## src/shared/adc_fmt_consts.vh

```
// constants for the output formatter: register offsets, fields, reset values
// assumes inclusion by bare name from the core design files
`ifndef ADC_FMT_CONSTS_VH
`define ADC_FMT_CONSTS_VH

`define ADDR_GAIN_LO 8'h2a
`define ADDR_GAIN_HI 8'h2b
`define ADDR_PHASE 8'h42
`define ADDR_FORMAT 8'h46
`define ADDR_WORD 8'h53
`define ADDR_TRIM 8'h55

`define GAIN_W 4
`define GAIN_RESET 4'h0
`define GAIN_MAX 4'hc
`define PHASE_LSB 5
`define PHASE_RESET 2'h2
`define FMT_TWOS_BIT 2
`define FMT_MSB_FIRST_BIT 3
`define FMT_SDR_BIT 4
`define FMT_FALL_SDR_BIT 13
`define WORD_LEN14_BIT 1
`define WORD_ADVANCE_BIT 4
`define WORD_DELAY_BIT 5
`define TRIM_W 6
`define TRIM_RESET 6'h20

`define SAMPLE_W 13
`define WORD_W 14
`define WORD_LEN_SHORT 4'hc
`define WORD_LEN_LONG 4'he
`define CODE_MIN 13'h0000
`define CODE_MAX 13'h1fff
`define CODE_MID 14'h1000
`define GAIN_FRAC 12

`endif

```

## src/core/adc_output_formatter.v

```verilog
// output side of the eight-channel converter: gain, coding, serialiser, bit clock
// assumes samples arrive on clk_sys_i; the sample clock pin is asynchronous
`timescale 1ns/1ps
`default_nettype none
`include "adc_fmt_consts.vh"
module adc_output_formatter #(
    parameter CHANNELS = 8,
    parameter QTR_CYCLES = 1
) (
    input wire clk_sys_i,
    input wire sys_rst_i,
    input wire ce_i,
    input wire reg_wr_i,
    input wire reg_rd_i,
    input wire [7:0] reg_addr_i,
    input wire [15:0] reg_wdata_i,
    output reg [15:0] reg_rdata_o,
    output reg reg_rvalid_o,
    input wire sample_valid_i,
    output wire sample_ready_o,
    input wire [CHANNELS*13-1:0] sample_data_i,
    input wire sample_clock_i,
    output reg [CHANNELS-1:0] data_lane_o,
    output reg frame_clock_out_pos_o,
    output reg bit_clock_o,
    output reg [5:0] full_scale_trim_code_o
);
    localparam WW = CHANNELS * 14;
    localparam S_IDLE = 1'b0;
    localparam S_SEND = 1'b1;

    reg [15:0] gain_lo_reg;
    reg [15:0] gain_hi_reg;
    reg [1:0] phase_reg;
    reg twos_reg;
    reg msb_first_reg;
    reg sdr_reg;
    reg fall_sdr_reg;
    reg len14_reg;
    reg advance_reg;
    reg delay_reg;

    reg sclk_meta_reg;
    reg sclk_sync_reg;
    reg sclk_prev_reg;
    reg frame_pend_reg;

    reg [1:0] qtr_reg;
    reg [7:0] qdiv_reg;
    reg ddr_clk_reg;
    reg state_reg;
    reg [3:0] bit_idx_reg;
    reg [WW-1:0] word_reg;
    reg [CHANNELS-1:0] lane_s0_reg;
    reg [CHANNELS-1:0] lane_s1_reg;
    reg [CHANNELS-1:0] lane_s2_reg;
    reg [2:0] frame_stage_reg;

    wire [CHANNELS*4-1:0] gain_codes;
    wire [CHANNELS*13-1:0] gained;
    reg [WW-1:0] fmt_word;
    wire buf_valid;
    wire [WW-1:0] buf_data;
    wire [3:0] word_len = len14_reg ? `WORD_LEN_LONG : `WORD_LEN_SHORT;
    wire qtick = (qdiv_reg == QTR_CYCLES - 1);
    wire win_end = qtick && (qtr_reg == 2'h3);
    wire edge_seen = sclk_sync_reg & ~sclk_prev_reg;
    wire start_word = win_end && (state_reg == S_IDLE) && frame_pend_reg;
    wire buf_pop = start_word && buf_valid;

    // each channel's own field, laid out as in the two gain registers
    assign gain_codes = {gain_hi_reg[3:0], gain_hi_reg[7:4], gain_hi_reg[11:8],
                         gain_hi_reg[15:12], gain_lo_reg};

    genvar ch;
    generate
        for (ch = 0; ch < CHANNELS; ch = ch + 1) begin : g_ch
            gain_stage u_gain (
                .code_i(gain_codes[ch*4 +: 4]),
                .sample_i(sample_data_i[ch*13 +: 13]),
                .sample_o(gained[ch*13 +: 13])
            );
        end
    endgenerate

    // coding and word length applied on entry, so a buffered word keeps its format
    integer i;
    reg [12:0] coded;
    always @* begin
        coded = 13'h0000;
        fmt_word = {WW{1'b0}};
        for (i = 0; i < CHANNELS; i = i + 1) begin
            coded = gained[i*13 +: 13];
            coded[12] = coded[12] ^ twos_reg;
            if (len14_reg) begin
                fmt_word[i*14 +: 14] = {coded, 1'b0};
            end else begin
                fmt_word[i*14 +: 14] = {2'b00, coded[12:1]};
            end
        end
    end

    // a stalled serialiser holds words here and pushes back on the source
    two_entry_buffer #(
        .WIDTH(WW)
    ) u_buf (
        .clk_sys_i(clk_sys_i),
        .sys_rst_i(sys_rst_i),
        .ce_i(ce_i),
        .in_valid_i(sample_valid_i),
        .in_ready_o(sample_ready_o),
        .in_data_i(fmt_word),
        .out_valid_o(buf_valid),
        .out_ready_i(buf_pop),
        .out_data_o(buf_data)
    );

    // register port
    always @(posedge clk_sys_i or posedge sys_rst_i) begin
        if (sys_rst_i) begin
            gain_lo_reg <= {4{`GAIN_RESET}};
            gain_hi_reg <= {4{`GAIN_RESET}};
            phase_reg <= `PHASE_RESET;
            twos_reg <= 1'b0;
            msb_first_reg <= 1'b0;
            sdr_reg <= 1'b0;
            fall_sdr_reg <= 1'b0;
            len14_reg <= 1'b0;
            advance_reg <= 1'b0;
            delay_reg <= 1'b0;
            full_scale_trim_code_o <= `TRIM_RESET;
            reg_rdata_o <= 16'h0000;
            reg_rvalid_o <= 1'b0;
        end else if (ce_i) begin
            reg_rvalid_o <= reg_rd_i;
            if (reg_wr_i) begin
                case (reg_addr_i)
                    `ADDR_GAIN_LO: gain_lo_reg <= reg_wdata_i;
                    `ADDR_GAIN_HI: gain_hi_reg <= reg_wdata_i;
                    `ADDR_PHASE: phase_reg <= reg_wdata_i[`PHASE_LSB +: 2];
                    `ADDR_FORMAT: begin
                        twos_reg <= reg_wdata_i[`FMT_TWOS_BIT];
                        msb_first_reg <= reg_wdata_i[`FMT_MSB_FIRST_BIT];
                        sdr_reg <= reg_wdata_i[`FMT_SDR_BIT];
                        fall_sdr_reg <= reg_wdata_i[`FMT_FALL_SDR_BIT];
                    end
                    `ADDR_WORD: begin
                        // a length change mid-stream is only safe under power-down
                        len14_reg <= reg_wdata_i[`WORD_LEN14_BIT];
                        advance_reg <= reg_wdata_i[`WORD_ADVANCE_BIT];
                        delay_reg <= reg_wdata_i[`WORD_DELAY_BIT];
                    end
                    `ADDR_TRIM: full_scale_trim_code_o <= reg_wdata_i[5:0];
                    default: ;
                endcase
            end
            if (reg_rd_i) begin
                case (reg_addr_i)
                    `ADDR_GAIN_LO: reg_rdata_o <= gain_lo_reg;
                    `ADDR_GAIN_HI: reg_rdata_o <= gain_hi_reg;
                    `ADDR_PHASE: reg_rdata_o <= {9'h000, phase_reg, 5'h00};
                    `ADDR_FORMAT: reg_rdata_o <= {2'h0, fall_sdr_reg, 8'h00, sdr_reg,
                                                  msb_first_reg, twos_reg, 2'h0};
                    `ADDR_WORD: reg_rdata_o <= {10'h000, delay_reg, advance_reg,
                                                2'h0, len14_reg, 1'b0};
                    `ADDR_TRIM: reg_rdata_o <= {10'h000, full_scale_trim_code_o};
                    default: reg_rdata_o <= 16'h0000;
                endcase
            end
        end
    end

    // sample clock pin: two flops, then edge detect on the second
    always @(posedge clk_sys_i or posedge sys_rst_i) begin
        if (sys_rst_i) begin
            sclk_meta_reg <= 1'b0;
            sclk_sync_reg <= 1'b0;
            sclk_prev_reg <= 1'b0;
            frame_pend_reg <= 1'b0;
        end else if (ce_i) begin
            sclk_meta_reg <= sample_clock_i;
            sclk_sync_reg <= sclk_meta_reg;
            sclk_prev_reg <= sclk_sync_reg;
            // an edge during a running word is dropped, the word is not cut
            if (edge_seen && state_reg == S_IDLE) begin
                frame_pend_reg <= 1'b1;
            end else if (start_word) begin
                frame_pend_reg <= 1'b0;
            end
        end
    end

    // free-running window of four quarters; the bit clock never sees the shift
    always @(posedge clk_sys_i or posedge sys_rst_i) begin
        if (sys_rst_i) begin
            qdiv_reg <= 8'h00;
            qtr_reg <= 2'h0;
            ddr_clk_reg <= 1'b0;
            bit_clock_o <= 1'b0;
        end else if (ce_i) begin
            if (qtick) begin
                qdiv_reg <= 8'h00;
                qtr_reg <= qtr_reg + 2'h1;
                // ddr toggles once a window at the quarter the phase picks
                if (qtr_reg + 2'h1 == phase_reg) begin
                    ddr_clk_reg <= ~ddr_clk_reg;
                end
            end else begin
                qdiv_reg <= qdiv_reg + 8'h01;
            end
            if (sdr_reg) begin
                // one full period per window, chosen edge at mid-window
                bit_clock_o <= (qtr_reg[1] ^ fall_sdr_reg);
            end else begin
                bit_clock_o <= ddr_clk_reg;
            end
        end
    end

    // serialiser: one bit per window per lane
    integer k;
    reg [CHANNELS-1:0] lane_bits;
    reg [3:0] sel;
    always @* begin
        lane_bits = {CHANNELS{1'b0}};
        sel = 4'h0;
        // lsb leads unless msb-first is set
        if (msb_first_reg) begin
            sel = word_len - 4'h1 - bit_idx_reg;
        end else begin
            sel = bit_idx_reg;
        end
        for (k = 0; k < CHANNELS; k = k + 1) begin
            lane_bits[k] = word_reg[k*14 + sel];
        end
    end

    always @(posedge clk_sys_i or posedge sys_rst_i) begin
        if (sys_rst_i) begin
            state_reg <= S_IDLE;
            bit_idx_reg <= 4'h0;
            word_reg <= {WW{1'b0}};
            lane_s0_reg <= {CHANNELS{1'b0}};
            lane_s1_reg <= {CHANNELS{1'b0}};
            lane_s2_reg <= {CHANNELS{1'b0}};
            frame_stage_reg <= 3'h0;
        end else if (ce_i) begin
            if (start_word) begin
                state_reg <= S_SEND;
                bit_idx_reg <= 4'h0;
                // an empty buffer repeats the last word rather than stalling the frame
                if (buf_valid) begin
                    word_reg <= buf_data;
                end
            end else if (win_end && state_reg == S_SEND) begin
                if (bit_idx_reg == word_len - 4'h1) begin
                    state_reg <= S_IDLE;
                    bit_idx_reg <= 4'h0;
                end else begin
                    bit_idx_reg <= bit_idx_reg + 4'h1;
                end
            end
            if (win_end) begin
                // three-window pipe: stage 0 early, 1 nominal, 2 late
                if (state_reg == S_SEND) begin
                    lane_s0_reg <= lane_bits;
                    frame_stage_reg[0] <= (bit_idx_reg < {1'b0, word_len[3:1]});
                end else begin
                    lane_s0_reg <= {CHANNELS{1'b0}};
                    frame_stage_reg[0] <= 1'b0;
                end
                lane_s1_reg <= lane_s0_reg;
                lane_s2_reg <= lane_s1_reg;
                frame_stage_reg[2:1] <= frame_stage_reg[1:0];
            end
        end
    end

    // output taps; advance and delay together fall back to nominal
    always @(posedge clk_sys_i or posedge sys_rst_i) begin
        if (sys_rst_i) begin
            data_lane_o <= {CHANNELS{1'b0}};
            frame_clock_out_pos_o <= 1'b0;
        end else if (ce_i) begin
            if (advance_reg && !delay_reg) begin
                data_lane_o <= lane_s0_reg;
                frame_clock_out_pos_o <= frame_stage_reg[0];
            end else if (delay_reg && !advance_reg) begin
                data_lane_o <= lane_s2_reg;
                frame_clock_out_pos_o <= frame_stage_reg[2];
            end else begin
                data_lane_o <= lane_s1_reg;
                frame_clock_out_pos_o <= frame_stage_reg[1];
            end
        end
    end
endmodule
`default_nettype wire

```

## src/core/gain_stage.v

```verilog
// one channel of digital gain on a 13-bit offset-binary sample, with saturation
// assumes a code already below 13; higher codes fall back to unity
`timescale 1ns/1ps
`default_nettype none
`include "adc_fmt_consts.vh"
module gain_stage (
    input wire [`GAIN_W-1:0] code_i,
    input wire [`SAMPLE_W-1:0] sample_i,
    output reg [`SAMPLE_W-1:0] sample_o
);
    reg [15:0] factor;
    reg signed [13:0] centered;
    reg signed [30:0] product;
    reg signed [18:0] scaled;
    always @* begin
        // 1 db steps as q12 factors
        case (code_i)
            4'h1: factor = 16'h11f4;
            4'h2: factor = 16'h1425;
            4'h3: factor = 16'h169a;
            4'h4: factor = 16'h195c;
            4'h5: factor = 16'h1c74;
            4'h6: factor = 16'h1fed;
            4'h7: factor = 16'h23d2;
            4'h8: factor = 16'h2831;
            4'h9: factor = 16'h2d18;
            4'ha: factor = 16'h3299;
            4'hb: factor = 16'h38c5;
            4'hc: factor = 16'h3fb2;
            default: factor = 16'h1000;
        endcase
        // purely digital, on the converted code
        centered = $signed({1'b0, sample_i}) - $signed(`CODE_MID);
        product = centered * $signed({1'b0, factor});
        scaled = product[30:12] + $signed({5'h00, `CODE_MID});
        // clamp instead of wrapping
        if (scaled < 0) begin
            sample_o = `CODE_MIN;
        end else if (scaled > $signed({6'h00, `CODE_MAX})) begin
            sample_o = `CODE_MAX;
        end else begin
            sample_o = scaled[`SAMPLE_W-1:0];
        end
    end
endmodule
`default_nettype wire

```

## src/core/two_entry_buffer.v

```verilog
// two-entry valid/ready buffer; in_ready_o and out_valid_o are registered
// assumes one clock, one async reset and a common clock enable
`timescale 1ns/1ps
`default_nettype none
module two_entry_buffer #(
    parameter WIDTH = 112
) (
    input wire clk_sys_i,
    input wire sys_rst_i,
    input wire ce_i,
    input wire in_valid_i,
    output reg in_ready_o,
    input wire [WIDTH-1:0] in_data_i,
    output reg out_valid_o,
    input wire out_ready_i,
    output wire [WIDTH-1:0] out_data_o
);
    reg [WIDTH-1:0] mem_reg [0:1];
    reg wr_ptr_reg;
    reg rd_ptr_reg;
    reg [1:0] count_reg;
    wire push = in_valid_i & in_ready_o;
    wire pop = out_valid_o & out_ready_i;
    wire [1:0] count_next = count_reg + {1'b0, push} - {1'b0, pop};
    assign out_data_o = mem_reg[rd_ptr_reg];
    always @(posedge clk_sys_i) begin
        if (ce_i && push) begin
            mem_reg[wr_ptr_reg] <= in_data_i;
        end
    end
    always @(posedge clk_sys_i or posedge sys_rst_i) begin
        if (sys_rst_i) begin
            wr_ptr_reg <= 1'b0;
            rd_ptr_reg <= 1'b0;
            count_reg <= 2'h0;
            in_ready_o <= 1'b1;
            out_valid_o <= 1'b0;
        end else if (ce_i) begin
            if (push) begin
                wr_ptr_reg <= ~wr_ptr_reg;
            end
            if (pop) begin
                rd_ptr_reg <= ~rd_ptr_reg;
            end
            count_reg <= count_next;
            in_ready_o <= (count_next != 2'h2);
            out_valid_o <= (count_next != 2'h0);
        end
    end
endmodule
`default_nettype wire

```

## config.mk

```make
export PLATFORM = sky130hd
export DESIGN_NAME = adc_output_formatter
export DESIGN_NICKNAME = d
export VERILOG_FILES = /design/src/core/adc_output_formatter.v /design/src/core/gain_stage.v /design/src/core/two_entry_buffer.v
export VERILOG_INCLUDE_DIRS = /design/src /design/src/shared
export SDC_FILE = /design/constraint.sdc
export NUM_CORES = 2
export LEC_CHECK = 0
export BUFFER_PORTS_ARGS = -buffer_cell sky130_fd_sc_hd__buf_4
export CAP_MARGIN = 20
export CORE_AREA = 2 2 483 485
export DETAILED_ROUTE_END_ITERATION = 8
export DIE_AREA = 0 0 485 487
export GPL_ROUTABILITY_DRIVEN = 0
export HOLD_SLACK_MARGIN = 0.08
export PLACE_DENSITY = 0.46
export SYNTH_ARGS = -nofsm -noshare
export SYNTH_HDL_FRONTEND = slang
export SYNTH_SLANG_ARGS = --single-unit
```

## constraint.sdc

```tcl
create_clock -name clk_sys_i -period 16.75 [get_ports clk_sys_i]
set_clock_uncertainty 0.2 [all_clocks]
set_input_delay 3.35 -clock clk_sys_i [delete_from_list [all_inputs] [get_ports clk_sys_i]]
set_output_delay 3.35 -clock clk_sys_i [all_outputs]
set_load 0.01 [all_outputs]
```

==> flow_summary.json <==
{
  "status": "complete, no violations",
  "cts_hold_buf": 0,
  "grt_pass1_vias": 63362,
  "io_buffers": 168,
  "io_pins": 169,
  "finalSetupViolCount": 0,
  "antenna_found_initial": 14,
  "rows": 177,
  "h-tree-depth": 2,
  "maxSlewViolCount": 0,
  "grt_usage_pct": 18.9,
  "slew_headroom_pct": 15.8,
  "crit_path_end_kind": "register",
  "fin_nets": 10957,
  "vias": 59544,
  "wirelength_um": 222000,
  "ys_types": 97,
  "ant_nets": 0,
  "dieArea_sq_um": 236000,
  "worst_setup_path_start_kind": "input port",
  "path_clk_slew_ps": 60,
  "drv_cap": 0,
  "crit_path_max_fanout": 18,
  "largest_reg_flops": 224,
  "yosys.area.top_type": "fa_1",
  "dp_hpwl_um": 175000,
  "route.detailed.drc": 0,
  "rsz0062_at_grt": "no",
  "post_cts_resized": 0,
  "path_class": "in2reg",
  "max_freq_mhz": 88.9,
  "synth_ff_type": "dfrtp_1",
  "hold_ws_ps": 259,
  "viasPerCell": 5.04,
  "pwr_density_cell_nw_per_um2": 84.7,
  "synth_top_area_share_pct": 28.0,
  "tightest_slew_ps": 1260,
  "multiInputGateArea_sq_um": 60800,
  "area_growth_pct": 7.80,
  "p_total_mw": 7.36,
  "cts_tree": "built",
  "start_util_pct": 34.8,
  "grt_pass1_wl_um": 359000,
  "core_area_sq_um": 231000,
  "fin_crit_sh_pct": 67.2,
  "clock-root-buffer": "clkbuf_16",
  "synth_area_leaders": "fa_1 (28%), ha_1 (15%), edfxtp_1 (8.3%)",
  "die_w_um": 485,
  "cts_made_buffers": 51,
  "synthCells": 8787,
  "worstHoldPathType": "reg2reg",
  "synth_area_sq_um": 80600,
  "async_flop_share_pct": 51.6,
  "power.leakage_nw": 42.8,
  "clk_latency_ps": 620,
  "yosys_warnings": 0,
  "hold_viol": 0,
  "postCtsSetupBuffers": 0,
  "crit_arrival_ps": 11370,
  "grt_max_degree": 104,
  "synth-edff-count": 224,
  "synth_fp_nets": 11027,
  "yosysMostFrequentCell": "inv_1",
  "postSynthAreaPerCell_sq_um": 9.17,
  "regArea_sq_um": 12700,
  "synth_seq_cells": 463,
  "clock-sinks": 463,
  "final_util_pct": 37.5,
  "ir_drop_v": 0.0000892,
  "first_pass_iters": 7,
  "drt_iter0_drc": 3054,
  "ys_seq_area_share_pct": 15.8,
  "tns_ps": 0,
  "required_ps": 16870,
  "wl_per_cell_um": 18.8,
  "synth_common_cells": "inv_1 (1524), fa_1 (1128), ha_1 (977)",
  "overflow": 0,
  "nFillCells": 23492,
  "drive_gt1_share_pct": 6.32,
  "clock_path_buffers": 3,
  "die_h_um": 487,
  "period_needed_ps": 11250
}
-- worst max-delay path, stage by stage --
cell      delay (ps)
buf_4            160
inv_1            410
nand2_1          140
fa_1             500
fa_1             500
inv_1             50
fa_1             490
fa_1             420
fa_1             490
inv_1             50
fa_1             480
inv_1             40
ha_1             350
a21o_1           180
a21o_1           180
a32oi_1          200
o211ai_1         260
a21o_1           300
nor3_1           180
a311o_1          210
ha_1             190
inv_1             40
a211oi_1         280
nand4b_1         230
or3_1            380
a22oi_1          990
nor2b_1          230
nor3_1            70
-- logic make-up (layout without fill, tap and decap cells) --
logic type,count (synthesis),in the layout,synth area share [%]
buffers and inverters,1922,1895,8.97
other,0,2,0
xor gates and xnor gates,149,149,1.62
DFF,463,463,15.8
muxes,307,307,4.56
AOI/OAI and AO/OA,1205,1205,9.57
and+or+nand+nor,2636,2636,16.3
adders and majority gates,2105,2105,43.2
-- through the flow --
step	area [sq um]	instances	worst slack (ps)
5_1_grt	86900	11805	4930
4_1_cts	86800	11801	5610
3_3_place_gp	85100	11704	5000
2_1_floorplan	80600	8787	5990
6_report	86900	11805	5500
3_5_place_dp	85100	11705	4960
-- cell usage in the layout, fill, tap and decap left out, drive strengths merged, types with 51 or more instances in the layout --
cell    count
ha        977
edfxtp    224
nand2     938
a21oi     415
xor2       61
buf       272
nand2b     82
a31oi      51
nor2b      94
and2      762
xnor2      88
dfrtp     236
inv      1528
a21o      103
clkbuf     71
mux2       59
nor3       72
mux2i     206
fa       1128
nor2      394
o21ai     215
a211oi     62
nand3      77
-- metal layers --
| metal | wire length [um] | GRT usage [%] | vias to the layer above |
|---|---|---|---|
| met3 | 5860 | 1.05 | 157 |
| met1 | 107000 | 27.0 | 30315 |
| met5 | 35 | 0 | - |
| met2 | 106000 | 32.2 | 862 |
| li1 | - | - | 28202 |
| met4 | 2890 | 2.70 | 8 |
-- layout make-up --
class                           instances  area share [%]
Antenna cell                            2         0.00576
Clock buffer                           71            1.72
Clock inverter                         25           0.300
Inverter                             1527            6.61
Multi-Input combinational cell       6402            70.0
Sequential cell                       463            14.6
Tap cell                             3043            4.38
Timing Repair Buffer                  272            2.35
-- path summary, 6_finish.rpt --
check                                        from                    to  cells after the start  slack (ps)
worst min register to register      sclk_prev_reg        frame_pend_reg                      1         260
max in group asynchronous               sys_rst_i      u_buf.rd_ptr_reg                      3       12350
worst min-delay path                sclk_prev_reg        frame_pend_reg                      1         260
worst max-delay path            sample_data_i[25]  u_buf.mem_reg[0][26]                     28        5500
min in group asynchronous               sys_rst_i          word_reg[76]                      2        2640
worst max register to register     gain_hi_reg[5]  u_buf.mem_reg[1][84]                     31        5780
-- report_power, final --
part,switching (mW),leakage [nW],internal [mW],total [mW]
logic,2.72,36.7,1.81,4.54
registers,0.189,5.15,1.46,1.65
clock network,0.498,0.863,0.676,1.17
total,3.41,42.8,3.95,7.36
(Power assumes the default switching activity.)
